==> config.mk <==
export PLATFORM = sky130hd
export DESIGN_NAME = edge_timed_current_source_ctrl
export DESIGN_NICKNAME = d
export VERILOG_FILES = /design/src/rtl/meas_pkg.sv /design/src/rtl/edge_timed_current_source_ctrl.sv
export VERILOG_INCLUDE_DIRS = /design/src /design/src/rtl
export SDC_FILE = /design/constraint.sdc
export NUM_CORES = 1
export LEC_CHECK = 0
export ABC_AREA = 1
export BUFFER_PORTS_ARGS = -buffer_cell sky130_fd_sc_hd__buf_2
export CORE_UTILIZATION = 50
export DETAILED_ROUTE_END_ITERATION = 7
export GPL_ROUTABILITY_DRIVEN = 0
export GPL_TIMING_DRIVEN = 0
export PLACE_DENSITY = 0.77
export RECOVER_POWER = 100
export SYNTH_ARGS = -nofsm -noshare
export SYNTH_HDL_FRONTEND = slang
export SYNTH_SLANG_ARGS = --single-unit
==> constraint.sdc <==
create_clock -name clk_i -period 1.56 [get_ports clk_i]
set_clock_uncertainty 0.15 [all_clocks]
set_input_delay 0.156 -clock clk_i [delete_from_list [all_inputs] [get_ports clk_i]]
set_output_delay 0.156 -clock clk_i [all_outputs]
set_load 0.01 [all_outputs]
==> src/rtl/meas_defines.svh <==
// Purpose: constants for the charge-time measurement control block
// Assumes: one 16-bit control register on a plain register port
// Notes:   offsets, field positions, reset value
`ifndef MEAS_DEFINES_SVH
`define MEAS_DEFINES_SVH

`define MEAS_ADDR_W          4
`define MEAS_CTRL_OFFSET     4'h0
`define MEAS_CTRL_RESET      16'h0000
`define MEAS_CTRL_WMASK      16'hbfff
`define MEAS_BIT_ON          15
`define MEAS_BIT_UNUSED      14
`define MEAS_BIT_IDLE_STOP   13
`define MEAS_BIT_DELAY_GEN   12
`define MEAS_BIT_ACCEPT      11
`define MEAS_BIT_ORDER       10
`define MEAS_BIT_DISCHARGE   9
`define MEAS_BIT_TRIG        8
`define MEAS_BIT_B_POL       7
`define MEAS_BIT_B_SRC_HI    6
`define MEAS_BIT_B_SRC_LO    5
`define MEAS_BIT_A_POL       4
`define MEAS_BIT_A_SRC_HI    3
`define MEAS_BIT_A_SRC_LO    2
`define MEAS_BIT_B_SEEN      1
`define MEAS_BIT_A_SEEN      0

`endif

==> src/rtl/meas_pkg.sv <==
// Purpose: types for the charge-time measurement control block
// Assumes: constants come from meas_defines.svh
// Notes:   whole module state is one packed struct
`include "meas_defines.svh"
package meas_pkg;

  typedef enum logic [1:0] {
    SRC_TIMER_ONE = 2'b00,
    SRC_OC_ONE    = 2'b01,
    SRC_PIN_B     = 2'b10,
    SRC_PIN_A     = 2'b11
  } edge_src_t;

  typedef struct packed {
    logic                      wr;
    logic                      rd;
    logic [`MEAS_ADDR_W-1:0]   addr;
    logic [15:0]               wdata;
  } reg_req_t;

  typedef struct packed {
    logic [15:0] ctrl;
    logic [2:0]  sync_a;
    logic [2:0]  sync_b;
    logic        lvl_a;
    logic        lvl_b;
    logic        prev_oc;
    logic        prev_tm;
    logic [15:0] rdata;
    logic        src_on;
    logic        delay_out;
    logic        trig;
    logic        discharge;
    logic        active;
  } meas_state_t;

endpackage : meas_pkg

==> src/rtl/edge_timed_current_source_ctrl.sv <==
// Purpose: control of an edge-timed charge measurement current source
// Assumes: 20 MHz clk_i, synchronous active-low reset, plain register port
// Notes:   edge pins pass three flops; compare and timer inputs are on clk_i
//
// Chosen here: the address map and strobed register access.
`timescale 1ns/1ps
`include "meas_defines.svh"

module edge_timed_current_source_ctrl (
  input  wire logic              clk_i,
  input  wire logic              reset_n_i,
  input  wire meas_pkg::reg_req_t req_i,
  output logic [15:0]            rdata_o,
  input  wire logic              ext_edge_pin_a_i,
  input  wire logic              ext_edge_pin_b_i,
  input  wire logic              output_compare_one_i,
  input  wire logic              timer_one_i,
  input  wire logic              idle_i,
  output logic                   current_source_on_o,
  output logic                   source_discharge_o,
  output logic                   delay_out_o,
  output logic                   trigger_out_o,
  output logic                   unit_active_o
);
  import meas_pkg::*;

  meas_state_t q;
  meas_state_t next_q;

  function automatic logic src_level(input logic [1:0] sel, input logic pa, input logic pb,
                                     input logic oc, input logic tm);
    unique case (edge_src_t'(sel))
      SRC_PIN_A:     src_level = pa;
      SRC_PIN_B:     src_level = pb;
      SRC_OC_ONE:    src_level = oc;
      SRC_TIMER_ONE: src_level = tm;
    endcase
  endfunction : src_level

  function automatic logic edge_hit(input logic pol, input logic old_l, input logic new_l);
    edge_hit = pol ? (!old_l && new_l) : (old_l && !new_l);
  endfunction : edge_hit

  logic        ctrl_sel;
  logic        run;
  logic        new_lvl_a;
  logic        new_lvl_b;
  logic        old_src_a;
  logic        cur_src_a;
  logic        old_src_b;
  logic        cur_src_b;
  logic        hit_a;
  logic        hit_b;
  logic [15:0] ctrl_w;

  always_comb begin
    next_q = q;
    ctrl_sel = (req_i.addr == `MEAS_CTRL_OFFSET);
    // idle stop only freezes the unit while the device idles
    run = q.ctrl[`MEAS_BIT_ON] && !(idle_i && q.ctrl[`MEAS_BIT_IDLE_STOP]);
    // pins: a change counts once the second and third flops agree
    next_q.sync_a = {q.sync_a[1:0], ext_edge_pin_a_i};
    next_q.sync_b = {q.sync_b[1:0], ext_edge_pin_b_i};
    new_lvl_a = (q.sync_a[1] == q.sync_a[2]) ? q.sync_a[2] : q.lvl_a;
    new_lvl_b = (q.sync_b[1] == q.sync_b[2]) ? q.sync_b[2] : q.lvl_b;
    next_q.lvl_a = new_lvl_a;
    next_q.lvl_b = new_lvl_b;
    next_q.prev_oc = output_compare_one_i;
    next_q.prev_tm = timer_one_i;
    old_src_a = src_level(q.ctrl[`MEAS_BIT_A_SRC_HI:`MEAS_BIT_A_SRC_LO],
                          q.lvl_a, q.lvl_b, q.prev_oc, q.prev_tm);
    cur_src_a = src_level(q.ctrl[`MEAS_BIT_A_SRC_HI:`MEAS_BIT_A_SRC_LO],
                          new_lvl_a, new_lvl_b, output_compare_one_i, timer_one_i);
    old_src_b = src_level(q.ctrl[`MEAS_BIT_B_SRC_HI:`MEAS_BIT_B_SRC_LO],
                          q.lvl_a, q.lvl_b, q.prev_oc, q.prev_tm);
    cur_src_b = src_level(q.ctrl[`MEAS_BIT_B_SRC_HI:`MEAS_BIT_B_SRC_LO],
                          new_lvl_a, new_lvl_b, output_compare_one_i, timer_one_i);
    hit_a = run && q.ctrl[`MEAS_BIT_ACCEPT]
            && edge_hit(q.ctrl[`MEAS_BIT_A_POL], old_src_a, cur_src_a);
    hit_b = run && q.ctrl[`MEAS_BIT_ACCEPT]
            && edge_hit(q.ctrl[`MEAS_BIT_B_POL], old_src_b, cur_src_b)
            && (!q.ctrl[`MEAS_BIT_ORDER] || q.ctrl[`MEAS_BIT_A_SEEN] || hit_a);
    // register write; bit 14 is not stored
    ctrl_w = q.ctrl;
    if (req_i.wr && ctrl_sel) begin
      ctrl_w = req_i.wdata & `MEAS_CTRL_WMASK;
    end
    // hardware set wins over a software clear in the same cycle
    ctrl_w[`MEAS_BIT_A_SEEN] = ctrl_w[`MEAS_BIT_A_SEEN] | hit_a;
    ctrl_w[`MEAS_BIT_B_SEEN] = ctrl_w[`MEAS_BIT_B_SEEN] | hit_b;
    next_q.ctrl = ctrl_w;
    // read data valid the cycle after the strobe; unmapped reads zero
    next_q.rdata = (req_i.rd && ctrl_sel) ? (q.ctrl & `MEAS_CTRL_WMASK) : 16'h0000;
    next_q.active = run;
    next_q.discharge = q.ctrl[`MEAS_BIT_DISCHARGE];
    // source charges between edge A and edge B, never while grounded
    next_q.src_on = run && q.ctrl[`MEAS_BIT_A_SEEN] && !q.ctrl[`MEAS_BIT_B_SEEN]
                    && !q.ctrl[`MEAS_BIT_DISCHARGE];
    next_q.delay_out = run && q.ctrl[`MEAS_BIT_DELAY_GEN]
                       && q.ctrl[`MEAS_BIT_A_SEEN] && !q.ctrl[`MEAS_BIT_B_SEEN];
    next_q.trig = run && q.ctrl[`MEAS_BIT_TRIG] && hit_b;
  end

  always_ff @(posedge clk_i) begin
    if (!reset_n_i) begin
      q <= '0;
      q.ctrl <= `MEAS_CTRL_RESET;
    end else begin
      q <= next_q;
    end
  end

  assign rdata_o             = q.rdata;
  assign current_source_on_o = q.src_on;
  assign source_discharge_o  = q.discharge;
  assign delay_out_o         = q.delay_out;
  assign trigger_out_o       = q.trig;
  assign unit_active_o       = q.active;

  logic wr_ctrl;
  assign wr_ctrl = req_i.wr && ctrl_sel;
endmodule : edge_timed_current_source_ctrl

-- Word level (Yosys, flattened, before mapping)
Index checks and enable logic that the tools add are counted.
- add/sub/neg operators: 0
- multiply operators: 0
- divide/modulo/power cells: 0
- order comparisons: 0
- equal/unequal tests: 8
- shifts and indexed selects: 0
- mux-type cells: 9
- bitwise operators: 2
- reduce and logical (&&, ||, !) cells: 34
- operators by type and width (cell ; count):
    $logic_and 1x1->1 ; 20
    $pmux 1 s4 ; 4
    $eq 2x2->1 const B ; 4
    $logic_not 1->1 ; 8
    $eq 2x1->1 const B ; 2
    $logic_not 2->1 ; 2
    $logic_not 4->1 ; 1
    $mux 1 ; 4
    $eq 1x1->1 ; 2
    $logic_or 1x1->1 ; 2
    $mux 2 ; 1
    $or 1x1->1 ; 2
    $reduce_and 2->1 ; 1
- register bits after elaboration: 46
- latch bits: 0
- RAM bits: 0
- ROM bits: 0
- input bits: 29
- output and inout port bits: 21
- word-level logic and storage cells: 68
- memories: 0

-- Longest topological paths before layout
Gate-level depths: netlist of the first run.
- depth after elaboration: 10
- gate-level depth with buffers: 11
- gate-level depth less buffers: 11

-- Worst setup path before layout of the first run
Ideal clock, no wire load.
- kind: reg-to-reg
- start point: reg q[34] in the netlist's numbering
- end point: reg q[32] in the netlist's numbering
- setup time: 0.070 ns
- data arrival time: 1.037 ns
- required time: 1.340 ns
- slack: 0.304 ns
- cell stages (with the launch flop): 9
- buffers on the path: 0
- clock period less this slack: 1.256 ns
- path through: dfxtp_1 inv_2 nor2_1 nand3_1 a21oi_1 nand2_1 nand3_1 nand2_1 a21oi_1
- word-level cells in the longest chain between the ends: 9
- elaborated cells on any way between the ends: 15
- classes of those cells: eq/ne: 3; mux: 3; bitwise: 1; reduce/logical: 8
- ends and longest elaborated chain (element ; line ; text):
    from (decl) ; edge_timed_current_source_ctrl.sv:27 ; meas_state_t q;
    from (signal assigned) ; edge_timed_current_source_ctrl.sv:109 ; q <= next_q;
    $eq 2x1->1 (tied with other cells) ; edge_timed_current_source_ctrl.sv:32 ; unique case (edge_src_t'(sel))
    $pmux 1 s4 ; edge_timed_current_source_ctrl.sv:32 ;
    $logic_not 1->1 ; edge_timed_current_source_ctrl.sv:41 ; edge_hit = pol ? (!old_l && new_l) : (old_l && !new_l);
    $logic_and 1x1->1 ; edge_timed_current_source_ctrl.sv:41 ;
    $mux 1 (*) ; edge_timed_current_source_ctrl.sv:41 ;
    $logic_and 1x1->1 (*) ; edge_timed_current_source_ctrl.sv:78 ; hit_a = run && q.ctrl[`MEAS_BIT_ACCEPT]
    $logic_or 1x1->1 (*) ; edge_timed_current_source_ctrl.sv:82 ; && (!q.ctrl[`MEAS_BIT_ORDER] || q.ctrl[`MEAS_BIT_A_SEEN] || hit_a);
    $logic_and 1x1->1 (*) ; edge_timed_current_source_ctrl.sv:80 ; hit_b = run && q.ctrl[`MEAS_BIT_ACCEPT]
    $or 1x1->1 (*) ; edge_timed_current_source_ctrl.sv:90 ; ctrl_w[`MEAS_BIT_B_SEEN] = ctrl_w[`MEAS_BIT_B_SEEN] | hit_b;
Mark *: on every way between the ends. The rest lies on a longest branch, timed or not.
A chain may end at the register's enable or synchronous reset.

-- Final worst setup path of the first run
- start point: in output_compare_one_i
- end point: reg q[32] in the netlist's numbering
- word-level cells in the longest chain between the ends: 8
- elaborated cells on any way between the ends: 15
- classes of those cells: mux: 4; bitwise: 1; reduce/logical: 10
- ends and longest elaborated chain (element ; line ; text):
    from (decl) ; edge_timed_current_source_ctrl.sv:16 ; input wire logic output_compare_one_i,
    $pmux 1 s4 ; edge_timed_current_source_ctrl.sv:32 ;
    $logic_not 1->1 ; edge_timed_current_source_ctrl.sv:41 ;
    $logic_and 1x1->1 ; edge_timed_current_source_ctrl.sv:41 ;
    $mux 1 ; edge_timed_current_source_ctrl.sv:41 ;
    $logic_and 1x1->1 ; edge_timed_current_source_ctrl.sv:78 ;
    $logic_or 1x1->1 ; edge_timed_current_source_ctrl.sv:82 ;
    $logic_and 1x1->1 (*) ; edge_timed_current_source_ctrl.sv:80 ;
    $or 1x1->1 (*) ; edge_timed_current_source_ctrl.sv:90 ;
Marked as above.

==> results of run 1 <==
metal layers:
layer	track usage, %	vias up	part of all wire [%]	routed length (um)
li1	-	855	-	-
met1	27.6	689	46	1740
met5	0	-	0	0
met2	36.5	59	47	1780
met4	3.25	0	0.34	13
met3	5.67	2	6.5	247
timing repair:
item,CTS,global route
hold endpoints to repair,20,0
gates resized for setup,0,6
hold buffers,21,0
setup endpoints to repair,0,3
cell families (layout without fill, tap and decap cells):
family                 count (synthesis)  in the layout  synth area share, %
flip-flops                            45             45                 51.3
AO/OA/AOI/OAI                         34             34                 9.69
other                                  1              1                0.214
AND/OR/NAND/NOR                       96             96                 22.6
buffers and inverters                 59            135                 16.2
per-stage QoR:
stage	power (W)	instance area, sq um	setup slack [ps]
finish	0.00207	2320	98.4
global route	0.00217	2320	6.99
CTS	0.00208	2340	46.6
detailed placement	0.00133	2050	60.5
global placement	0.00132	2050	86.8
floorplan	0.00127	1760	304
cell type report:
class | instances | area [sq um]
Clock buffer | 7 | 55.1
Sequential cell | 45 | 907
Timing Repair Buffer | 68 | 420
Buffer | 22 | 145
Inverter | 37 | 139
Clock inverter | 1 | 30.0
Tap cell | 46 | 57.6
Fill cell | 294 | 1020
Multi-Input combinational cell | 131 | 564
critical path, delay by kind of cell:
family,cells,cell delay (ps)
buf+inv,2,670
simple gates,8,630
compound gates,1,120
Yosys cell counts (all sizes together):
| master | n |
|---|---|
| a21oi | 17 |
| buf | 18 |
| clkbuf | 4 |
| conb | 1 |
| dfxtp | 45 |
| inv | 37 |
| nand2 | 40 |
| nand3 | 15 |
| nor2 | 35 |
| nor3 | 3 |
| nor4 | 3 |
| o21ai | 17 |
path summary, 6_finish.rpt:
| kind | from | endpoint | slack, ps | cells past startpoint |
|---|---|---|---|---|
| max reg2reg | q[37] | q[32] | 120 | 10 |
| min | req_i[20] | rdata_o[1] | 70 | 3 |
| max | output_compare_one_i | q[32] | 100 | 11 |
| min reg2reg | next_q[26] | next_q[27] | 280 | 2 |
power by group through the flow:
stage | Combinational (W) | Clock [W] | Sequential, W
detailed placement | 0.000122 | 0 | 0.00120
CTS | 0.000163 | 0.000741 | 0.00118
global placement | 0.000120 | 0 | 0.00120
finish | 0.000162 | 0.000726 | 0.00118
floorplan | 0.0000678 | 0 | 0.00120
global route | 0.000182 | 0.000806 | 0.00118
state kept, by name, summed over array words and instances, names as in the netlist:
name	count
source_discharge_o	1
trigger_out_o	1
current_source_on_o	1
rdata_o	15
delay_out_o	1
next_q	5
q	20
unit_active_o	1
==> impl_metrics.env, run 1 <==
export IMPL_synth_top_area_share_pct=51.3
export IMPL_drive_above_1_share_pct=19.3
export IMPL_hold_worst_slack_ps=72.5
export IMPL_syn_to_final_growth_pct=32.1
export IMPL_hold_viol=0
export IMPL_dr_total_vias=1605
export IMPL_drt_pass1_iterations=4
export IMPL_syn_area_per_cell_sq_um=7.47
export IMPL_core_area_sq_um=3340
export IMPL_grt_pass1_vias=1350
export IMPL_worst_setup_path_end_kind="flop"
export IMPL_required_ps=1690
export IMPL_cts_buffers=5
export IMPL_fin_util_pct=69.5
export IMPL_gr_usage_all_layers_pct=21.3
export IMPL_stdcell_count=357
export IMPL_crit_type="in2reg"
export IMPL_crit_path_max_fanout=3
export IMPL_drv_slew=0
export IMPL_drt_iter0_markers=82
export IMPL_final_setup_tns_ps=0
export IMPL_clkSlewWorstSetupHoldPaths_ps=110
export IMPL_ys_seq_area_share_pct=51.3
export IMPL_synth_warnings=0
export IMPL_ir_worst_vdd_v=0.000565
export IMPL_most_common_layout_cells="nand2_1, dfxtp_1, nor2_1, inv_1, buf_2"
export IMPL_start_util_pct=52.6
export IMPL_ios=50
export IMPL_ys_types=16
export IMPL_cts_setup_buffers=0
export IMPL_power_share_sequential_pct=57.0
export IMPL_slowest_delay_ps=530
export IMPL_viasPerCell=4.50
export IMPL_chipHeight_um=61.3
export IMPL_cts_tree="done"
export IMPL_clock_latency_ps=350
export IMPL_clock_path_buffers=2
export IMPL_crit_path_start_kind="input pin"
export IMPL_fin_crit_ps=1460
export IMPL_antenna_found_initial=0
export IMPL_cp_slowest_cell="dlygate4sd3_1"
export IMPL_syn_nets=264
export IMPL_p_switching_w=0.000430
export IMPL_drt_wl_total_um=3780
export IMPL_grt_overflow=0
export IMPL_status="completed"
export IMPL_wl_per_cell_um=10.6
export IMPL_critPathMostFrequentCell="nor2_1"
export IMPL_dpl_hpwl_um=2530
export IMPL_finalNetCount=339
export IMPL_num_rows=21
export IMPL_swShare_pct=20.8
export IMPL_combPwrFrac_pct=7.9
export IMPL_period_share_pct=93.7
export IMPL_synthTopCellsByArea="dfxtp_1, nand2_1, inv_1, nor2_1, buf_4"
export IMPL_cap_violations=0
export IMPL_antenna_cells=0
export IMPL_cp_arrival_ps=1590
export IMPL_grt_pass1_wl_um=5800
export IMPL_hold_class="in2reg"
export IMPL_die_w_um=61.3
export IMPL_rsz0062_at_grt="no"
export IMPL_fmax_mhz=684
export IMPL_port_buffers=47
export IMPL_grt_start_max_net_pins=14
export IMPL_crit_chain="dlygate4sd3_1, buf_2, nor2_1, nor2_1, nor2_1, nand2_1, nand2_1, nor2_1, nor2_1, nand2_1, a21oi_1"
export IMPL_dieArea_sq_um=3750
export IMPL_p_int_w=0.00164
export IMPL_drc=0
export IMPL_clkPwrFrac_pct=35.1
export IMPL_leakage_nw=1.09
export IMPL_cts_root_buffer="clkbuf_4"
export IMPL_slew_headroom_pct=66.5
export IMPL_cts_sinks=45
export IMPL_yosysTopAreaCell="dfxtp_1"
export IMPL_p_per_area_nw_per_um2=892
export IMPL_ys_ff_latch=45
export IMPL_setup_viol=0
export IMPL_syn_area_sq_um=1760
export IMPL_placedCellCount=328
export IMPL_worst_pin_slew_ps=503
export IMPL_synthCells=235
export IMPL_htree_levels=2
export IMPL_ant_nets=0
Power figures use the tool's default switching activity.
==> run 2: changes to the inputs <==
--- a/config.mk
+++ b/config.mk
@@ -8,6 +8,7 @@
 export LEC_CHECK = 0
 export ABC_AREA = 1
 export BUFFER_PORTS_ARGS = -buffer_cell sky130_fd_sc_hd__buf_2
+export CORE_MARGIN = 10
 export CORE_UTILIZATION = 50
 export DETAILED_ROUTE_END_ITERATION = 7
 export GPL_ROUTABILITY_DRIVEN = 0
==> impl_metrics.env, run 2 (same netlist as run 1, synthesis figures left out) <==
export IMPL_finalPower_w=0.00210
export IMPL_cap_violations=0
export IMPL_cp_arrival_ps=1570
export IMPL_crit_type="in2reg"
export IMPL_gr_usage_all_layers_pct=14.3
export IMPL_wl_per_cell_um=11.9
export IMPL_grt_pass1_vias=1607
export IMPL_grt_start_max_net_pins=15
export IMPL_drv_slew=0
export IMPL_worst_pin_slew_ps=510
export IMPL_p_per_area_nw_per_um2=897
export IMPL_num_rows=21
export IMPL_drive_above_1_share_pct=20.5
export IMPL_slowest_delay_ps=570
export IMPL_r2r_slack_ps=140
export IMPL_port_buffers=47
export IMPL_syn_to_final_growth_pct=33.6
export IMPL_core_area_sq_um=3360
export IMPL_clkSlewWorstSetupHoldPaths_ps=120
export IMPL_leakage_nw=1.10
export IMPL_nFillCells=303
export IMPL_fmax_mhz=681
export IMPL_crit_path_max_fanout=10
export IMPL_ir_worst_vdd_v=0.000636
export IMPL_start_util_pct=52.2
export IMPL_cts_sinks=45
export IMPL_critPathMostFrequentCell="buf_2"
export IMPL_slew_headroom_pct=66.0
export IMPL_largest_register_ffs=20
export IMPL_grt_overflow=0
export IMPL_cp_slowest_cell="dlygate4sd3_1"
export IMPL_die_w_um=79.3
export IMPL_required_ps=1660
export IMPL_cts_buffers=5
export IMPL_antenna_found_initial=0
export IMPL_drt_wl_total_um=4270
export IMPL_chipHeight_um=79.3
export IMPL_setup_viol=0
export IMPL_crit_chain="buf_2, nor4_4, nand2_1, buf_2, o21ai_1, dlygate4sd3_1, a21oi_1"
export IMPL_crit_buf_inv=3
export IMPL_period_share_pct=94.2
export IMPL_htree_levels=2
export IMPL_antenna_cells=0
export IMPL_viasPerCell=4.54
export IMPL_drt_iter0_markers=105
export IMPL_rsz0062_at_grt="no"
export IMPL_most_common_layout_cells="nand2_1, dfxtp_1, nor2_1, inv_1, buf_2"
export IMPL_dieArea_sq_um=6280
export IMPL_clock_latency_ps=370
export IMPL_cts_root_buffer="clkbuf_4"
export IMPL_worst_setup_path_end_kind="flop"
export IMPL_fin_crit_ps=1470
export IMPL_hold_class="in2reg"
export IMPL_final_setup_tns_ps=0
export IMPL_critPathTopFamily="buffers and inverters"
export IMPL_drt_pass1_iterations=5
export IMPL_grt_pass1_wl_um=7240
export IMPL_top_register="q"
export IMPL_hold_viol=0
export IMPL_cts_tree="done"
export IMPL_status="completed"
export IMPL_ios=50
export IMPL_finalNetCount=340
export IMPL_ant_nets=0
export IMPL_crit_path_start_kind="input pin"
export IMPL_clock_path_buffers=2
export IMPL_dpl_cell_area_sq_um=2050
export IMPL_dpl_hpwl_um=3040
export IMPL_finalInstanceArea_sq_um=2340
export IMPL_dr_total_vias=1626
export IMPL_drc=0
run 2: per-stage QoR:
stage                     setup slack (ps)  instances  utilization, %  hold slack, ps
after floorplan                        304        235               -            99.5
after detailed placement              39.7        328            60.9             192
after CTS                             43.6        357            69.8            24.2
final                                 91.1        358            69.7            36.6
after global placement                 108        328            60.9             185
after global routing                  2.51        358            69.7            65.5
run 2: path summary, 6_finish.rpt:
path	start	endpoint	depth (start not counted)
setup / recovery	req_i[17]	q[46]	7
setup reg to reg	q[37]	q[32]	11
hold / removal	req_i[20]	rdata_o[3]	3
hold reg to reg	next_q[26]	next_q[27]	2
run 2: final cells by class:
type	instances	area [sq um]	area share (%)
buffer	22	145	6.19
clock buffer	6	51.3	2.19
clock inverter	2	37.5	1.60
inverter	37	139	5.92
multi-input combinational	131	579	24.7
sequential	45	907	38.7
tap	46	57.6	2.45
timing repair buffer	69	428	18.2
run 2: timing repair:
action                                  CTS  global route
hold buffers                             21             0
endpoints found under the setup margin    0             3
setup buffers                             0             1
gates resized for setup                   0            10
endpoints found under the hold margin    20             0
run 2: per-layer routing:
layer  vias up  track usage, %  part of all wire [%]
met3         8            5.29                   7.3
met4         0            7.71                   2.1
met5         -               0                     0
met1       708            15.8                    43
li1        862               -                     -
met2        48            23.5                    47
run 2: worst reg2reg max path: cells and delay by family (launching register included):
kind | cells | cell delay, ps
buf+inv | 1 | 110
simple gates | 9 | 620
compound gates | 1 | 120
flops | 1 | 370
run 2: power by group:
| part | leakage [nW] | internal, W | switching, W |
|---|---|---|---|
| Clock | 0.0445 | 0.000381 | 0.000374 |
| Sequential | 0.367 | 0.00117 | 0.0000111 |
| Combinational | 0.684 | 0.0000885 | 0.0000798 |
